===== src/fms_pkg.sv =====
package fms_pkg;
	// clock and time base
	localparam int unsigned CLK_HZ          = 25000000;
	localparam int unsigned TENTH_S_NS      = 100000000;                  // one tick is 0.1 s
	localparam int unsigned CLK_PERIOD_NS   = 40;
	localparam int unsigned TICK_CYCLES     = TENTH_S_NS / CLK_PERIOD_NS;  // 2500000 cycles
	// timer settings in tenths of a second
	localparam logic [15:0] VALID_MIN       = 16'h0001;                   // 0.1 s
	localparam logic [15:0] VALID_MAX       = 16'h2706;                   // 999.0 s
	localparam logic [15:0] VALID_RST       = 16'h0064;                   // 10.0 s
	localparam logic [15:0] VERIFY_MIN      = 16'h0001;                   // 0.1 s
	localparam logic [15:0] VERIFY_MAX      = 16'h09F6;                   // 255.0 s
	localparam logic [15:0] VERIFY_RST      = 16'h0096;                   // 15.0 s
	localparam logic [15:0] DELAY_RST       = 16'h0000;
	localparam logic [15:0] MAXSTART_RST    = 16'h0032;                   // 5.0 s
	localparam logic [15:0] SPEED_RST       = 16'h0000;
	// register byte addresses
	localparam logic [7:0]  CTRL_ADDR       = 8'h00;
	localparam logic [7:0]  VALID_ADDR      = 8'h04;
	localparam logic [7:0]  VERIFY_ADDR     = 8'h08;
	localparam logic [7:0]  DELAY_ADDR      = 8'h0C;
	localparam logic [7:0]  MAXSTART_ADDR   = 8'h10;
	localparam logic [7:0]  SPEED_ADDR      = 8'h14;
	localparam logic [7:0]  STATUS_ADDR     = 8'h18;
	localparam logic [7:0]  IRQ_STAT_ADDR   = 8'h1C;
	localparam logic [7:0]  IRQ_MASK_ADDR   = 8'h20;
	// control fields
	localparam int unsigned CTRL_FLOW_EN    = 0;
	localparam int unsigned CTRL_SPEED_EN   = 1;
	localparam logic [1:0]  CTRL_RST        = 2'h3;
	// irq and status fields
	localparam int unsigned EV_FLOW_TRIP    = 0;
	localparam int unsigned EV_START_TRIP   = 1;
	localparam int unsigned EV_SPEED_TRIP   = 2;
	localparam int unsigned EV_RUNNING      = 3;
	localparam int unsigned NUM_EV          = 4;
	localparam logic [1:0]  RESP_OKAY       = 2'h0;
	localparam logic [1:0]  RESP_SLVERR     = 2'h2;

	typedef enum logic [2:0] {
		ST_IDLE,
		ST_VALIDATE,
		ST_VERIFY,
		ST_RUN,
		ST_TRIP
	} fms_state_t;
endpackage : fms_pkg


===== src/flow_and_min_speed_monitor.sv =====
// Local design decisions: the placing of the registers and the AXI4-Lite slave port.
`timescale 1ns/1ps
module flow_and_min_speed_monitor #(
	parameter int unsigned TICK_CYCLES = fms_pkg::TICK_CYCLES,
	parameter int unsigned SPEED_W     = 16
) (
	input  wire logic               core_clk,
	input  wire logic               rst_n,
	// pins
	input  wire logic               start_cmd,
	input  wire logic               flow_confirm,
	input  wire logic [SPEED_W-1:0] motor_speed,
	output logic                    run_permit,
	output logic                    ramp_enable,
	output logic                    trip,
	output logic                    flow_alarm,
	output logic                    flow_verifying,
	output logic                    irq,
	// axi4-lite slave
	input  wire logic [7:0]         s_axi_awaddr,
	input  wire logic               s_axi_awvalid,
	output logic                    s_axi_awready,
	input  wire logic [31:0]        s_axi_wdata,
	input  wire logic [3:0]         s_axi_wstrb,
	input  wire logic               s_axi_wvalid,
	output logic                    s_axi_wready,
	output logic [1:0]              s_axi_bresp,
	output logic                    s_axi_bvalid,
	input  wire logic               s_axi_bready,
	input  wire logic [7:0]         s_axi_araddr,
	input  wire logic               s_axi_arvalid,
	output logic                    s_axi_arready,
	output logic [31:0]             s_axi_rdata,
	output logic [1:0]              s_axi_rresp,
	output logic                    s_axi_rvalid,
	input  wire logic               s_axi_rready
);
	fms_pkg::fms_state_t state_r;
	logic [1:0]          ctrl_r;
	logic [15:0]         valid_r;
	logic [15:0]         verify_r;
	logic [15:0]         delay_r;
	logic [15:0]         maxstart_r;
	logic [15:0]         speed_r;
	logic [3:0]          irq_stat_r;
	logic [3:0]          irq_mask_r;
	logic                start_s1_r;
	logic                start_s2_r;
	logic                start_d_r;
	logic                conf_s1_r;
	logic                conf_s2_r;
	logic [SPEED_W-1:0]  spd_s1_r;
	logic [SPEED_W-1:0]  spd_s2_r;
	logic [31:0]         div_r;
	logic                tick;
	logic                start_rise;
	logic                stopped;
	logic                clr_flow;
	logic                clr_start;
	logic                valid_done;
	logic                verify_done;
	logic                delay_done;
	logic                maxstart_done;
	logic                speed_low;
	logic                started_r;
	logic [3:0]          ev;
	logic [2:0]          trip_cause_r;
	// bus
	logic                aw_held_r;
	logic                w_held_r;
	logic [7:0]          awaddr_r;
	logic [31:0]         wdata_r;
	logic [3:0]          wstrb_r;
	logic                wr_go;
	logic                wr_hit;

	// clamp a setting into its documented range
	function automatic logic [15:0] clamp(input logic [15:0] v, input logic [15:0] lo, input logic [15:0] hi);
		if (v < lo) begin
			return lo;
		end else if (v > hi) begin
			return hi;
		end
		return v;
	endfunction : clamp

	// merge a write into a 16-bit setting honouring byte strobes
	function automatic logic [15:0] merge16(input logic [15:0] old, input logic [31:0] d, input logic [3:0] s);
		logic [15:0] r;
		r = old;
		if (s[0]) begin
			r[7:0] = d[7:0];
		end
		if (s[1]) begin
			r[15:8] = d[15:8];
		end
		return r;
	endfunction : merge16

	// two-flop synchronisers for the pin inputs
	always_ff @(posedge core_clk or negedge rst_n) begin
		if (!rst_n) begin
			start_s1_r <= 1'b0;
			start_s2_r <= 1'b0;
			start_d_r  <= 1'b0;
			conf_s1_r  <= 1'b0;
			conf_s2_r  <= 1'b0;
			spd_s1_r   <= '0;
			spd_s2_r   <= '0;
		end else begin
			start_s1_r <= start_cmd;
			start_s2_r <= start_s1_r;
			start_d_r  <= start_s2_r;
			conf_s1_r  <= flow_confirm;
			conf_s2_r  <= conf_s1_r;
			spd_s1_r   <= motor_speed;
			spd_s2_r   <= spd_s1_r;
		end
	end

	assign start_rise = start_s2_r & ~start_d_r;
	assign stopped    = ~start_s2_r;

	// 0.1 s tick divider
	always_ff @(posedge core_clk or negedge rst_n) begin
		if (!rst_n) begin
			div_r <= '0;
		end else if (div_r >= TICK_CYCLES - 1) begin
			div_r <= '0;
		end else begin
			div_r <= div_r + 32'h0000_0001;
		end
	end

	assign tick = (div_r >= TICK_CYCLES - 1);

	// timers restart on each start edge and are held clear when stopped
	assign clr_flow  = stopped || start_rise || state_r == fms_pkg::ST_IDLE
		|| (state_r == fms_pkg::ST_VALIDATE && conf_s2_r);
	assign clr_start = stopped || start_rise;

	tenth_timer u_valid (
		.core_clk (core_clk),
		.rst_n    (rst_n),
		.clear    (stopped || start_rise || state_r != fms_pkg::ST_VALIDATE),
		.tick     (tick),
		.preset   (clamp(valid_r, fms_pkg::VALID_MIN, fms_pkg::VALID_MAX)),
		.done     (valid_done)
	);

	tenth_timer u_verify (
		.core_clk (core_clk),
		.rst_n    (rst_n),
		.clear    (clr_flow || state_r != fms_pkg::ST_VERIFY),
		.tick     (tick),
		.preset   (clamp(verify_r, fms_pkg::VERIFY_MIN, fms_pkg::VERIFY_MAX)),
		.done     (verify_done)
	);

	tenth_timer u_delay (
		.core_clk (core_clk),
		.rst_n    (rst_n),
		.clear    (clr_start),
		.tick     (tick),
		.preset   (delay_r),
		.done     (delay_done)
	);

	tenth_timer u_maxstart (
		.core_clk (core_clk),
		.rst_n    (rst_n),
		.clear    (clr_start),
		.tick     (tick),
		.preset   (maxstart_r),
		.done     (maxstart_done)
	);

	assign speed_low = spd_s2_r < speed_r[SPEED_W-1:0];

	// speed reached trip level once since the end of the start delay
	always_ff @(posedge core_clk or negedge rst_n) begin
		if (!rst_n) begin
			started_r <= 1'b0;
		end else if (clr_start) begin
			started_r <= 1'b0;
		end else if (delay_done && !speed_low) begin
			started_r <= 1'b1;
		end
	end

	// supervision state machine
	always_ff @(posedge core_clk or negedge rst_n) begin
		if (!rst_n) begin
			state_r      <= fms_pkg::ST_IDLE;
			trip_cause_r <= '0;
		end else if (stopped) begin
			state_r      <= fms_pkg::ST_IDLE;
			trip_cause_r <= '0;
		end else if (start_rise) begin
			state_r      <= ctrl_r[fms_pkg::CTRL_FLOW_EN] ? fms_pkg::ST_VALIDATE : fms_pkg::ST_RUN;
			trip_cause_r <= '0;
		end else begin
			unique case (state_r)
				fms_pkg::ST_IDLE: begin
				end
				fms_pkg::ST_TRIP: begin
				end
				default: begin
					// a delay that ends with the max start interval still leaves started_r clear here
					if (ctrl_r[fms_pkg::CTRL_SPEED_EN] && maxstart_done && !started_r) begin
						state_r         <= fms_pkg::ST_TRIP;
						trip_cause_r[1] <= 1'b1;
					end else if (ctrl_r[fms_pkg::CTRL_SPEED_EN] && started_r && speed_low) begin
						state_r         <= fms_pkg::ST_TRIP;
						trip_cause_r[2] <= 1'b1;
					end else if (state_r == fms_pkg::ST_VALIDATE) begin
						if (conf_s2_r) begin
							state_r <= fms_pkg::ST_VERIFY;
						end else if (valid_done) begin
							state_r         <= fms_pkg::ST_TRIP;
							trip_cause_r[0] <= 1'b1;
						end
					end else if (state_r == fms_pkg::ST_VERIFY) begin
						if (!conf_s2_r) begin
							state_r         <= fms_pkg::ST_TRIP;
							trip_cause_r[0] <= 1'b1;
						end else if (verify_done) begin
							state_r <= fms_pkg::ST_RUN;
						end
					end
				end
			endcase
		end
	end

	// pin outputs
	always_ff @(posedge core_clk or negedge rst_n) begin
		if (!rst_n) begin
			run_permit     <= 1'b0;
			ramp_enable    <= 1'b0;
			trip           <= 1'b0;
			flow_alarm     <= 1'b0;
			flow_verifying <= 1'b0;
		end else begin
			run_permit     <= state_r == fms_pkg::ST_RUN;
			// a start-time trip due in this cycle wins over the end of the delay
			ramp_enable    <= state_r != fms_pkg::ST_IDLE && state_r != fms_pkg::ST_TRIP && delay_done
				&& !(ctrl_r[fms_pkg::CTRL_SPEED_EN] && maxstart_done && !started_r);
			trip           <= state_r == fms_pkg::ST_TRIP;
			flow_alarm     <= trip_cause_r[0];
			flow_verifying <= state_r == fms_pkg::ST_VALIDATE || state_r == fms_pkg::ST_VERIFY;
		end
	end

	// events: entering trip with a cause, entering run
	assign ev[fms_pkg::EV_FLOW_TRIP]  = trip_cause_r[0] & ~flow_alarm;
	assign ev[fms_pkg::EV_START_TRIP] = state_r == fms_pkg::ST_TRIP && trip_cause_r[1] && !trip;
	assign ev[fms_pkg::EV_SPEED_TRIP] = state_r == fms_pkg::ST_TRIP && trip_cause_r[2] && !trip;
	assign ev[fms_pkg::EV_RUNNING]    = state_r == fms_pkg::ST_RUN && !run_permit;

	// write channel capture, address and data in either order
	always_ff @(posedge core_clk or negedge rst_n) begin
		if (!rst_n) begin
			aw_held_r <= 1'b0;
			w_held_r  <= 1'b0;
			awaddr_r  <= '0;
			wdata_r   <= '0;
			wstrb_r   <= '0;
		end else begin
			if (s_axi_awvalid && s_axi_awready) begin
				aw_held_r <= 1'b1;
				awaddr_r  <= s_axi_awaddr;
			end else if (wr_go) begin
				aw_held_r <= 1'b0;
			end
			if (s_axi_wvalid && s_axi_wready) begin
				w_held_r <= 1'b1;
				wdata_r  <= s_axi_wdata;
				wstrb_r  <= s_axi_wstrb;
			end else if (wr_go) begin
				w_held_r <= 1'b0;
			end
		end
	end

	assign s_axi_awready = !aw_held_r && !s_axi_bvalid;
	assign s_axi_wready  = !w_held_r && !s_axi_bvalid;
	assign wr_go         = aw_held_r && w_held_r && !s_axi_bvalid;
	assign wr_hit        = awaddr_r[1:0] == 2'h0 && awaddr_r <= fms_pkg::IRQ_MASK_ADDR;

	// write response
	always_ff @(posedge core_clk or negedge rst_n) begin
		if (!rst_n) begin
			s_axi_bvalid <= 1'b0;
			s_axi_bresp  <= fms_pkg::RESP_OKAY;
		end else if (wr_go) begin
			s_axi_bvalid <= 1'b1;
			s_axi_bresp  <= wr_hit ? fms_pkg::RESP_OKAY : fms_pkg::RESP_SLVERR;
		end else if (s_axi_bready) begin
			s_axi_bvalid <= 1'b0;
		end
	end

	// settings registers
	always_ff @(posedge core_clk or negedge rst_n) begin
		if (!rst_n) begin
			ctrl_r     <= fms_pkg::CTRL_RST;
			valid_r    <= fms_pkg::VALID_RST;
			verify_r   <= fms_pkg::VERIFY_RST;
			delay_r    <= fms_pkg::DELAY_RST;
			maxstart_r <= fms_pkg::MAXSTART_RST;
			speed_r    <= fms_pkg::SPEED_RST;
			irq_mask_r <= '0;
		end else if (wr_go) begin
			unique case (awaddr_r)
				fms_pkg::CTRL_ADDR:     if (wstrb_r[0]) ctrl_r <= wdata_r[1:0];
				fms_pkg::VALID_ADDR:    valid_r    <= merge16(valid_r, wdata_r, wstrb_r);
				fms_pkg::VERIFY_ADDR:   verify_r   <= merge16(verify_r, wdata_r, wstrb_r);
				fms_pkg::DELAY_ADDR:    delay_r    <= merge16(delay_r, wdata_r, wstrb_r);
				fms_pkg::MAXSTART_ADDR: maxstart_r <= merge16(maxstart_r, wdata_r, wstrb_r);
				fms_pkg::SPEED_ADDR:    speed_r    <= merge16(speed_r, wdata_r, wstrb_r);
				fms_pkg::IRQ_MASK_ADDR: if (wstrb_r[0]) irq_mask_r <= wdata_r[3:0];
				default: begin
				end
			endcase
		end
	end

	// sticky events, write one to clear, a new event wins over the clear
	always_ff @(posedge core_clk or negedge rst_n) begin
		if (!rst_n) begin
			irq_stat_r <= '0;
		end else if (wr_go && awaddr_r == fms_pkg::IRQ_STAT_ADDR && wstrb_r[0]) begin
			irq_stat_r <= (irq_stat_r & ~wdata_r[3:0]) | ev;
		end else begin
			irq_stat_r <= irq_stat_r | ev;
		end
	end

	assign irq = |(irq_stat_r & irq_mask_r);

	// read channel, one cycle to answer
	assign s_axi_arready = !s_axi_rvalid;

	always_ff @(posedge core_clk or negedge rst_n) begin
		if (!rst_n) begin
			s_axi_rvalid <= 1'b0;
			s_axi_rdata  <= '0;
			s_axi_rresp  <= fms_pkg::RESP_OKAY;
		end else if (s_axi_arvalid && s_axi_arready) begin
			s_axi_rvalid <= 1'b1;
			s_axi_rresp  <= fms_pkg::RESP_OKAY;
			unique case (s_axi_araddr)
				fms_pkg::CTRL_ADDR:     s_axi_rdata <= {30'h0, ctrl_r};
				fms_pkg::VALID_ADDR:    s_axi_rdata <= {16'h0, valid_r};
				fms_pkg::VERIFY_ADDR:   s_axi_rdata <= {16'h0, verify_r};
				fms_pkg::DELAY_ADDR:    s_axi_rdata <= {16'h0, delay_r};
				fms_pkg::MAXSTART_ADDR: s_axi_rdata <= {16'h0, maxstart_r};
				fms_pkg::SPEED_ADDR:    s_axi_rdata <= {16'h0, speed_r};
				fms_pkg::STATUS_ADDR:   s_axi_rdata <= {24'h0, trip_cause_r, flow_verifying, trip, run_permit, ramp_enable, started_r};
				fms_pkg::IRQ_STAT_ADDR: s_axi_rdata <= {28'h0, irq_stat_r};
				fms_pkg::IRQ_MASK_ADDR: s_axi_rdata <= {28'h0, irq_mask_r};
				default: begin
					s_axi_rdata <= '0;
					s_axi_rresp <= fms_pkg::RESP_SLVERR;
				end
			endcase
		end else if (s_axi_rready) begin
			s_axi_rvalid <= 1'b0;
		end
	end
endmodule : flow_and_min_speed_monitor


===== src/tenth_timer.sv =====
`timescale 1ns/1ps
// counts 0.1 s ticks while running and flags when the preset is reached
module tenth_timer #(
	parameter int unsigned W = 16
) (
	input  wire logic         core_clk,
	input  wire logic         rst_n,
	input  wire logic         clear,
	input  wire logic         tick,
	input  wire logic [W-1:0] preset,
	output logic              done
);
	logic [W-1:0] count_r;

	// clear wins; counting saturates at the preset
	always_ff @(posedge core_clk or negedge rst_n) begin
		if (!rst_n) begin
			count_r <= '0;
		end else if (clear) begin
			count_r <= '0;
		end else if (tick && count_r < preset) begin
			count_r <= count_r + 1'b1;
		end
	end

	assign done = (count_r >= preset);
endmodule : tenth_timer


===== config.mk =====
export PLATFORM = sky130hd
export DESIGN_NAME = flow_and_min_speed_monitor
export DESIGN_NICKNAME = d
export VERILOG_FILES = /design/src/fms_pkg.sv /design/src/flow_and_min_speed_monitor.sv /design/src/tenth_timer.sv
export SDC_FILE = /design/constraint.sdc
export NUM_CORES = 1
export LEC_CHECK = 0
export ABC_AREA = 1
export BUFFER_PORTS_ARGS = -buffer_cell sky130_fd_sc_hd__buf_4
export CORE_MARGIN = 10
export CORE_UTILIZATION = 63
export CTS_BUF_LIST = sky130_fd_sc_hd__clkbuf_8
export DETAILED_ROUTE_END_ITERATION = 10
export HOLD_SLACK_MARGIN = 0.15
export PLACE_DENSITY = 0.83
export SLEW_MARGIN = 10
export SYNTH_ARGS = -nofsm -noshare
export SYNTH_HDL_FRONTEND = slang
export SYNTH_SLANG_ARGS = --single-unit

===== constraint.sdc =====
create_clock -name core_clk -period 6.8 [get_ports core_clk]
set_input_delay 1.36 -clock core_clk [delete_from_list [all_inputs] [get_ports core_clk]]
set_output_delay 1.36 -clock core_clk [all_outputs]
set_load 0.02 [all_outputs]

**Yosys cells after proc, flatten, opt, wreduce, memory -nomap -nowiden**

Index checks and enable logic that the tools add are counted.

- Register bits: 301
- Input port bits: 77
- Word-level logic and storage cells: 242

- Reduce and logical (&&, ||, !) cells: 76
- Mux-type cells: 57
- Magnitude comparators: 15
- $add $sub $neg: 5
- Bitwise gates (word level): 10
- Eq/ne operators: 34

Operators by type and width:

| cell | number |
|---|---|
| $mux W16 | 14 |
| $pmux W16 S9 | 1 |
| $lt A16 B16 Y1 | 5 |
| $add A16 B1 Y16 const B | 4 |
| $ge A16 B16 Y1 | 4 |
| $eq A8 B5 Y1 const B | 7 |
| $mux W3 | 14 |
| $reduce_and A3 Y1 | 13 |
| $add A32 B1 Y32 const B | 1 |
| $eq A8 B4 Y1 const B | 4 |
| $ge A32 B22 Y1 const B | 1 |
| $lt A16 B1 Y1 const B | 2 |
| $mux W32 | 1 |
| $logic_and A1 B1 Y1 | 28 |
| $mux W1 | 23 |
| $reduce_bool A2 Y1 | 9 |
| $eq A8 B3 Y1 const B | 2 |
| $eq A8 B6 Y1 const B | 2 |
| $gt A16 B12 Y1 const B | 1 |
| $gt A16 B14 Y1 const B | 1 |
| $logic_not A8 Y1 | 2 |
| $logic_not A1 Y1 | 9 |
| $ne A3 B1 Y1 const B | 3 |
| $ne A3 B3 Y1 const B | 3 |
| 28 further kinds | 43 |

**Logic depth before layout (Yosys ltp)**

Gate-level depths: netlist of the first run.

- Depth in word-level cells: 14
- Gate-level depth with buffers: 20
- Gate-level depth less buffers: 19

**By module**

Synthesis of the first run repeated with hierarchy kept, for this count alone.

- Cell total of the unflattened synthesis: 1,967
- Area, all modules: 15,752.6 um^2

Modules (own cells, without submodules):

| module | times used | cells each | area each (um^2) |
|---|---|---|---|
| flow_and_min_speed_monitor | 1 | 1,086 | 9,708.1 |
| tenth_timer (u_delay ...) | 3 | 221 | 1,510.2 |
| tenth_timer (u_verify) | 1 | 218 | 1,514.0 |

**Worst setup path before layout of the first run**

No wires, ideal clock.

- Path type: reg2reg
- Start: reg valid_r[2]
- End: reg u_valid.count_r[10]
- Required time: 6.682 ns
- Arrival: 2.752 ns
- Cell stages (with the launch flop): 17
- Library setup time: 0.118 ns
- Buffers on the path: 2
- Slack: 3.930 ns
- Cell sequence: dfstp_2 -> inv_1 -> nor3_1 -> o2111ai_1 -> a31oi_1 -> nor2_1 -> nand2_1 -> ha_1 -> a21oi_1 -> nand2_1 -> a21oi_1 -> and2_1 -> buf_2 -> nand2_2 -> buf_2 -> nand3_1 -> nand2_1

- Cells in the longest elaborated chain, start to end: 7

Ends and longest elaborated chain:

| item | RTL line | source |
|---|---|---|
| from (decl) | flow_and_min_speed_monitor.sv:40 | `logic [15:0] valid_r;` |
| from (signal assigned) | flow_and_min_speed_monitor.sv:308 | `valid_r <= fms_pkg::VALID_RST;` |
| from (signal assigned) | flow_and_min_speed_monitor.sv:317 | `fms_pkg::VALID_ADDR: valid_r <= merge16(valid_r, wdata_r, wstrb_r);` |
| $gt A16 B14 Y1 | flow_and_min_speed_monitor.sv:81 | `end else if (v > hi) begin` |
| $mux W1 | flow_and_min_speed_monitor.sv:81 |  |
| $mux W1 | flow_and_min_speed_monitor.sv:79 | `if (v < lo) begin` |
| $mux W16 * | flow_and_min_speed_monitor.sv:84 | `return v;` |
| $lt A16 B16 Y1 * | tenth_timer.sv:21 | `end else if (tick && count_r < preset) begin` |
| $logic_and A1 B1 Y1 * | tenth_timer.sv:21 |  |
| $reduce_bool A2 Y1 (no line) * | n/a |  |
| to (signal assigned) | tenth_timer.sv:22 | `count_r <= count_r + 1'b1;` |
| to (decl) | tenth_timer.sv:13 | `logic [W-1:0] count_r;` |

Mark *: on every way between the ends. The rest lies on a longest branch, timed or not.
A chain may end at the register's enable or synchronous reset.

**Worst setup path in the final report of the first run**

- Start: reg verify_r[14]
- End: reg u_verify.count_r[6]

- Cells in the longest elaborated chain, start to end: 7

Ends and longest elaborated chain:

| item | RTL line | source |
|---|---|---|
| from (decl) | flow_and_min_speed_monitor.sv:41 | `logic [15:0] verify_r;` |
| from (signal assigned) | flow_and_min_speed_monitor.sv:309 | `verify_r <= fms_pkg::VERIFY_RST;` |
| from (signal assigned) | flow_and_min_speed_monitor.sv:318 | `fms_pkg::VERIFY_ADDR: verify_r <= merge16(verify_r, wdata_r, wstrb_r);` |
| $gt A16 B12 Y1 | flow_and_min_speed_monitor.sv:81 |  |
| $mux W1 | flow_and_min_speed_monitor.sv:81 |  |
| $mux W1 | flow_and_min_speed_monitor.sv:79 |  |
| $mux W16 * | flow_and_min_speed_monitor.sv:84 |  |
| $lt A16 B16 Y1 * | tenth_timer.sv:21 |  |
| $logic_and A1 B1 Y1 * | tenth_timer.sv:21 |  |
| $reduce_bool A2 Y1 (no line) * | n/a |  |
| to (signal assigned) | tenth_timer.sv:22 |  |
| to (decl) | tenth_timer.sv:13 |  |

Marks and branches as above.

==> metrics.cfg, run 1 <==
[pwr]
power_per_cell_area_nw_per_um2 = 277.0
total_power_mw = 4.732
ir_worst_vdd_mv = 0.2573
power_leakage_nw = 8.707

[yosys]
synth_edf_count = 0
synth.distinct_cells = 50
synth_seq_cells = 283
yosysSeqAreaShare_pct = 46.43
ys.flop_type = dfrtp_1
yosys_warnings = 0
postSynthAreaPerCell_sq_um = 8.208
syn-instance-count = 1862
synth_area_sq_um = 15280
async_flop_share_pct = 100.0

[setup_path]
cp-end-kind = flip-flop
r2r_slack_ns = 2.73
critPathLaunchType = flip-flop
crit_arrival_ns = 4.52
critical_path_required_ns = 7.25
worstSetupPathType = reg -> reg
crit_path_max_fanout = 17

[clock_tree]
htree_levels = 2
path_clk_slew_ns = 0.06
cts_hold_buf = 0
cts_tree = built
cts_root_buffer = clkbuf_8
clock_sinks = 283
clk_latency_ns = 0.59
clk_path_buf_depth = 3
cts_inserted_buffers = 47
post-cts-setup-buffers = 0
post_cts_resized = 0

[die]
rows = 56
die_y_um = 175.8
die_w_um = 175.8
core_sq_um = 23680
io_pins = 124
start_util_pct = 64.53
die-area_sq_um = 30890

[detailed_routing]
dr.pass1.iters = 6
via_count = 13252
wl_um = 39740
viasPerCell = 5.710
drc = 0
wire_per_inst_um = 17.12
drtIter0Drc = 1075
final_antenna_net_count = 0

[place]
portBuffers = 87
dp_hpwl_um = 28090
placed_cell_area_sq_um = 16100
pre_cts_ws_ns = 2.887
gp_congestion = 0.9482

[timing]
grt_setup_unrepaired = false
worst_pin_slew_ns = 1.027
setup_viol = 0
clock.fmax_mhz = 245.8
fin_crit_ns = 4.068
min_period_over_period_pct = 59.83
setup-tns-final_ns = 0
fin_skew_ns = 0.04001
layout_setup_ws_ns = 2.732
slew_headroom_pct = 30.91
slew_violations = 0
final-hold-violation-count = 0

[global_route]
antenna_found_initial = 0
grt_overflow = 0
grt_pass1_vias = 12963
grt_pass1_wl_um = 64930
grt_max_degree = 110
grt_use_total_pct = 25.57

[final_layout]
layout_common_cells = nand2_1 (425), dfrtp_1 (271), inv_1 (241)
utilization_pct = 72.13
drive_gt1_share_pct = 10.49
nNetsFinal = 2126
area_growth_pct = 11.77
n_antenna_cell = 0
layout_commonest_cell = nand2_1
stdcell_area_sq_um = 17080
fillers = 1829

[run_status]
status = finished clean

[run]
max_cap_violations = 0

[min_path]
hp-class = reg -> reg

-- critical path, stage by stage (launching register included) --
cell and delay, ns:
dfrtp_1 0.41, nor4_1 0.89, nand4_1 0.22, o21ai_0 0.18, inv_1 0.18, o21ai_0 0.25, ha_1 0.19, inv_1 0.04
a21oi_1 0.11, o21ai_0 0.09, nand2_1 0.07, nand2_1 0.04, nand2_1 0.06, and2_1 0.56, nand2_2 0.37, nand3_1 0.18
nand2_1 0.07
-- state kept, by name, indices dropped and copies added, names as in the netlist, 2 cells and up --
name and cells:
div_r 32, delay_r 16, maxstart_r 16, s_axi_rdata 16, spd_s1_r 16, spd_s2_r 16, speed_r 16, u_delay.count_r 16
u_maxstart.count_r 16, u_valid.count_r 16, u_verify.count_r 16, valid_r 16, verify_r 16, wdata_r 16, awaddr_r 8, irq_mask_r 4
irq_stat_r 4, state_r 3, trip_cause_r 3, ctrl_r 2, wstrb_r 2
-- layer usage --
layer	track usage [%]	share of wire, %	vias to the layer above
li1	-	-	6312
met1	32.06	41	6273
met2	41.59	47	554
met3	5.790	7.9	113
met4	11.23	4.2	0
met5	0	0	-
-- final timing paths --
path / startpoint / end / depth (start not counted)
min: spd_s1_r[8] / spd_s2_r[8] / 0
max reg2reg: verify_r[14] / u_verify.count_r[6] / 16
max: verify_r[14] / u_verify.count_r[6] / 16
max in group asynchronous: rst_n / u_delay.count_r[13] / 2
min in group asynchronous: rst_n / u_verify.count_r[15] / 1
min reg2reg: spd_s1_r[8] / spd_s2_r[8] / 0
-- cell usage after synthesis (4+ instances only) --
| cell type | count | area share (%) |
|---|---|---|
| a22o_1 | 5 | 0.29 |
| nand2_1 | 425 | 10 |
| nor2_1 | 159 | 3.9 |
| dfstp_2 | 12 | 2.1 |
| nor3_1 | 33 | 1.1 |
| inv_1 | 227 | 5.6 |
| clkbuf_1 | 23 | 0.56 |
| buf_6 | 8 | 0.59 |
| o21ai_0 | 133 | 4.4 |
| nand2_2 | 6 | 0.25 |
| nor2_2 | 4 | 0.16 |
| buf_4 | 19 | 0.93 |
| nor4_1 | 16 | 0.65 |
| a21oi_1 | 67 | 2.2 |
| nor3_2 | 4 | 0.26 |
| o221ai_1 | 4 | 0.23 |
| dfrtp_1 | 271 | 44 |
| buf_1 | 7 | 0.17 |
| nand4_1 | 91 | 3.7 |
| o22ai_1 | 14 | 0.57 |
| nand3_1 | 117 | 3.8 |
| xnor2_1 | 13 | 0.74 |
| mux2_2 | 5 | 0.37 |
| inv_2 | 4 | 0.098 |
| nor3b_1 | 5 | 0.25 |
| xor2_1 | 46 | 2.6 |
| ha_1 | 84 | 6.9 |
| buf_2 | 15 | 0.49 |
-- where the power goes --
group,switching (mW),total [mW],internal [mW]
logic,0.871,1.19,0.320
clock network,0.711,1.56,0.852
registers,0.117,1.98,1.86
-- metrics by stage --
stage                     hold slack [ns]  cells
after floorplan                    0.3312   1894
after global placement             0.3313   2235
after detailed placement           0.3347   2235
after CTS                          0.3481   2321
after global routing               0.3510   2321
final                              0.3467   2321
-- cells by family (layout without fill, tap and decap cells) --
group	after synthesis	count (layout)	share of synthesized area, %
simple gates	878	878	25.61
buf+inv	303	411	8.424
flops	283	283	46.43
compound gates	248	248	8.858
fa+ha+maj	84	84	6.877
xor+xnor	59	59	3.381
mux	5	5	0.3684
other cells	2	34	0.04914
-- layout make-up --
cell class,instances,area (sq um),area share [%]
Multi-Input combinational cell,1308,7019,41.09
Clock inverter,28,188.9,1.106
Inverter,231,867.1,5.076
Clock buffer,58,798.3,4.673
Sequential cell,283,7097,41.54
Timing Repair Buffer,94,713.2,4.175
Tap cell,319,399.1,2.336
Note: power is estimated with default switching activity, not from simulation.
==> inputs of run 2 (changes only) <==
Settings changed: CORE_UTILIZATION 63 to 57, PLACE_DENSITY 0.83 to 0.79.
Clock period 6.8 ns to 3.6 ns, I/O delays scaled along.
==> run 2 against run 1 <==
  * Routed wire length shrank 0.52%
  * Highest routed layer unchanged
  * Cell area is 1.6% higher
  * Clock skew decreased by 0.0092 ns
==> metrics.cfg, run 2 (synthesis gave the netlist of run 1 again) <==
[run_status]
status = finished clean

[detailed_routing]
wire_per_inst_um = 16.80
final_antenna_net_count = 0
via_count = 13258
wl_um = 39530
drc = 0
dr.pass1.iters = 6
viasPerCell = 5.635
drtIter0Drc = 939

[setup_path]
max_stage_delay_ns = 0.48
critPathLaunchType = flip-flop
cp-end-kind = flip-flop
cp_cell_sequence = nor3_1 -> a31oi_1 -> nor2_1 -> nand2_1 -> ha_1 -> a21oi_1 -> nand2_1 -> a21oi_1 -> and2_1 -> nand2_2 -> nand3_1 -> nand2_1
critical_path_required_ns = 4.05
crit_arrival_ns = 3.59
critPathMostFrequentCell = nand2_1
r2r_cells = 12
crit_path_max_fanout = 16
worstSetupPathType = reg -> reg
cp_slowest_cell = nor3_1

[final_layout]
n_antenna_cell = 0
fillers = 2092
drive_gt1_share_pct = 11.55
largest_reg_flops = 32
layout_commonest_cell = nand2_1
area_growth_pct = 13.52
layout_common_cells = nand2_1 (425), dfrtp_1 (271), inv_1 (233)
final_cells = 2353
top_register = div_r
nNetsFinal = 2144

[pwr]
intPower_mw = 6.028
p_comb_share_pct = 25.1
power_leakage_nw = 8.812
seq_power_share_pct = 40.2
ir_worst_vdd_mv = 0.4652
power_per_cell_area_nw_per_um2 = 533.3
clockPowerShare_pct = 34.7
p_switching_mw = 3.224
switching_share_pct = 34.85

[die]
die_y_um = 183.7
rows = 59
start_util_pct = 58.32
core_sq_um = 26210
die-area_sq_um = 33760
io_pins = 124
die_w_um = 183.7

[clock_tree]
post-cts-setup-buffers = 0
htree_levels = 2
clock_sinks = 283
cts_tree = built
clk_path_buf_depth = 3
path_clk_slew_ns = 0.07
cts_hold_buf = 1
cts_root_buffer = clkbuf_8
cts_inserted_buffers = 48
clk_latency_ns = 0.59
post_cts_resized = 0

[place]
portBuffers = 87
gp_congestion = 1.005
pre_cts_ws_ns = 0.5444
dp_hpwl_um = 28860
dp.cells = 2267

[timing]
fin_skew_ns = 0.03079
clock.fmax_mhz = 319.0
fin_crit_ns = 3.135
layout_setup_ws_ns = 0.4650
final-hold-violation-count = 0
setup_viol = 0
slew_headroom_pct = 44.40
setup-tns-final_ns = 0
worst_pin_slew_ns = 0.8331
slew_violations = 0
min_period_over_period_pct = 87.08
grt_setup_unrepaired = false

[global_route]
grt_overflow = 0
grt_pass1_wl_um = 64920
grt_use_total_pct = 23.51
grt_max_degree = 95
grt_pass1_vias = 12940
antenna_found_initial = 0

[min_path]
whs_path_depth = 1
hp-class = in -> reg

[run]
max_cap_violations = 0

==> run 2: changes by cell type in the layout (fill, tap and decap cells not counted), sizes merged <==
cell / previous run / this run
dlygate4sd3: 0 / 1
inv: 246 / 239
clkbuf: 58 / 62
bufinv: 2 / 4
buf: 94 / 110
==> run 2: metrics by stage <==
stage                     hold WS [ns]  area (sq um)  power, mW  util, %
after detailed placement        0.3347         16260      6.042    62.05
final                           0.2353         17350      9.252    66.20
after CTS                       0.2079         17350      9.265    66.20
after global routing            0.2159         17350      9.736    66.20
after global placement          0.3315         16260      5.961    62.05
after floorplan                 0.3312         15400      5.262        -
==> run 2: area by class of cell <==
type                       count  area (sq um)  share of cell area (%)
inverter                     231         867.1                   4.998
timing repair buffer         111         868.3                   5.005
multi-input combinational   1308          7019                   40.46
clock inverter                23         225.2                   1.298
clock buffer                  62         853.3                   4.919
tap                          335         419.2                   2.416
sequential                   283          7097                   40.91
==> run 2: critical path, delay by kind of cell, from the launching register on <==
family                     cells  cell delay [ns]
and+or+nand+nor                8             1.69
AOI/OAI and AO/OA              3             0.52
DFF                            1             0.43
adders and majority gates      1             0.35
==> run 2: metal layers <==
metal	GRT usage, %	up-vias	part of all wire (%)
met1	29.62	6239	42
li1	-	6351	-
met5	0	-	0
met3	4.743	122	7.5
met4	11.44	0	4.7
met2	38.04	546	46
==> run 2: power by group through the flow <==
stage / logic (mW) / clock network (mW) / registers, mW
6_report: 2.32 / 3.21 / 3.72
3_5_place_dp: 2.28 / 0 / 3.76
4_1_cts: 2.29 / 3.27 / 3.71
5_1_grt: 2.58 / 3.41 / 3.75
2_1_floorplan: 1.52 / 0 / 3.74
3_3_place_gp: 2.21 / 0 / 3.75
==> run 2: path summary, 6_finish.rpt <==
| check | from | to | slack [ns] |
|---|---|---|---|
| worst max-delay path | valid_r[13] | u_valid.count_r[8] | 0.47 |
| worst min-delay path | start_cmd | start_s1_r | 0.24 |
| worst max register to register | valid_r[13] | u_valid.count_r[8] | 0.47 |
| worst min register to register | spd_s1_r[2] | spd_s2_r[2] | 0.34 |
| max in group asynchronous | rst_n | div_r[24] | 2.00 |
| min in group asynchronous | rst_n | spd_s1_r[5] | 0.73 |
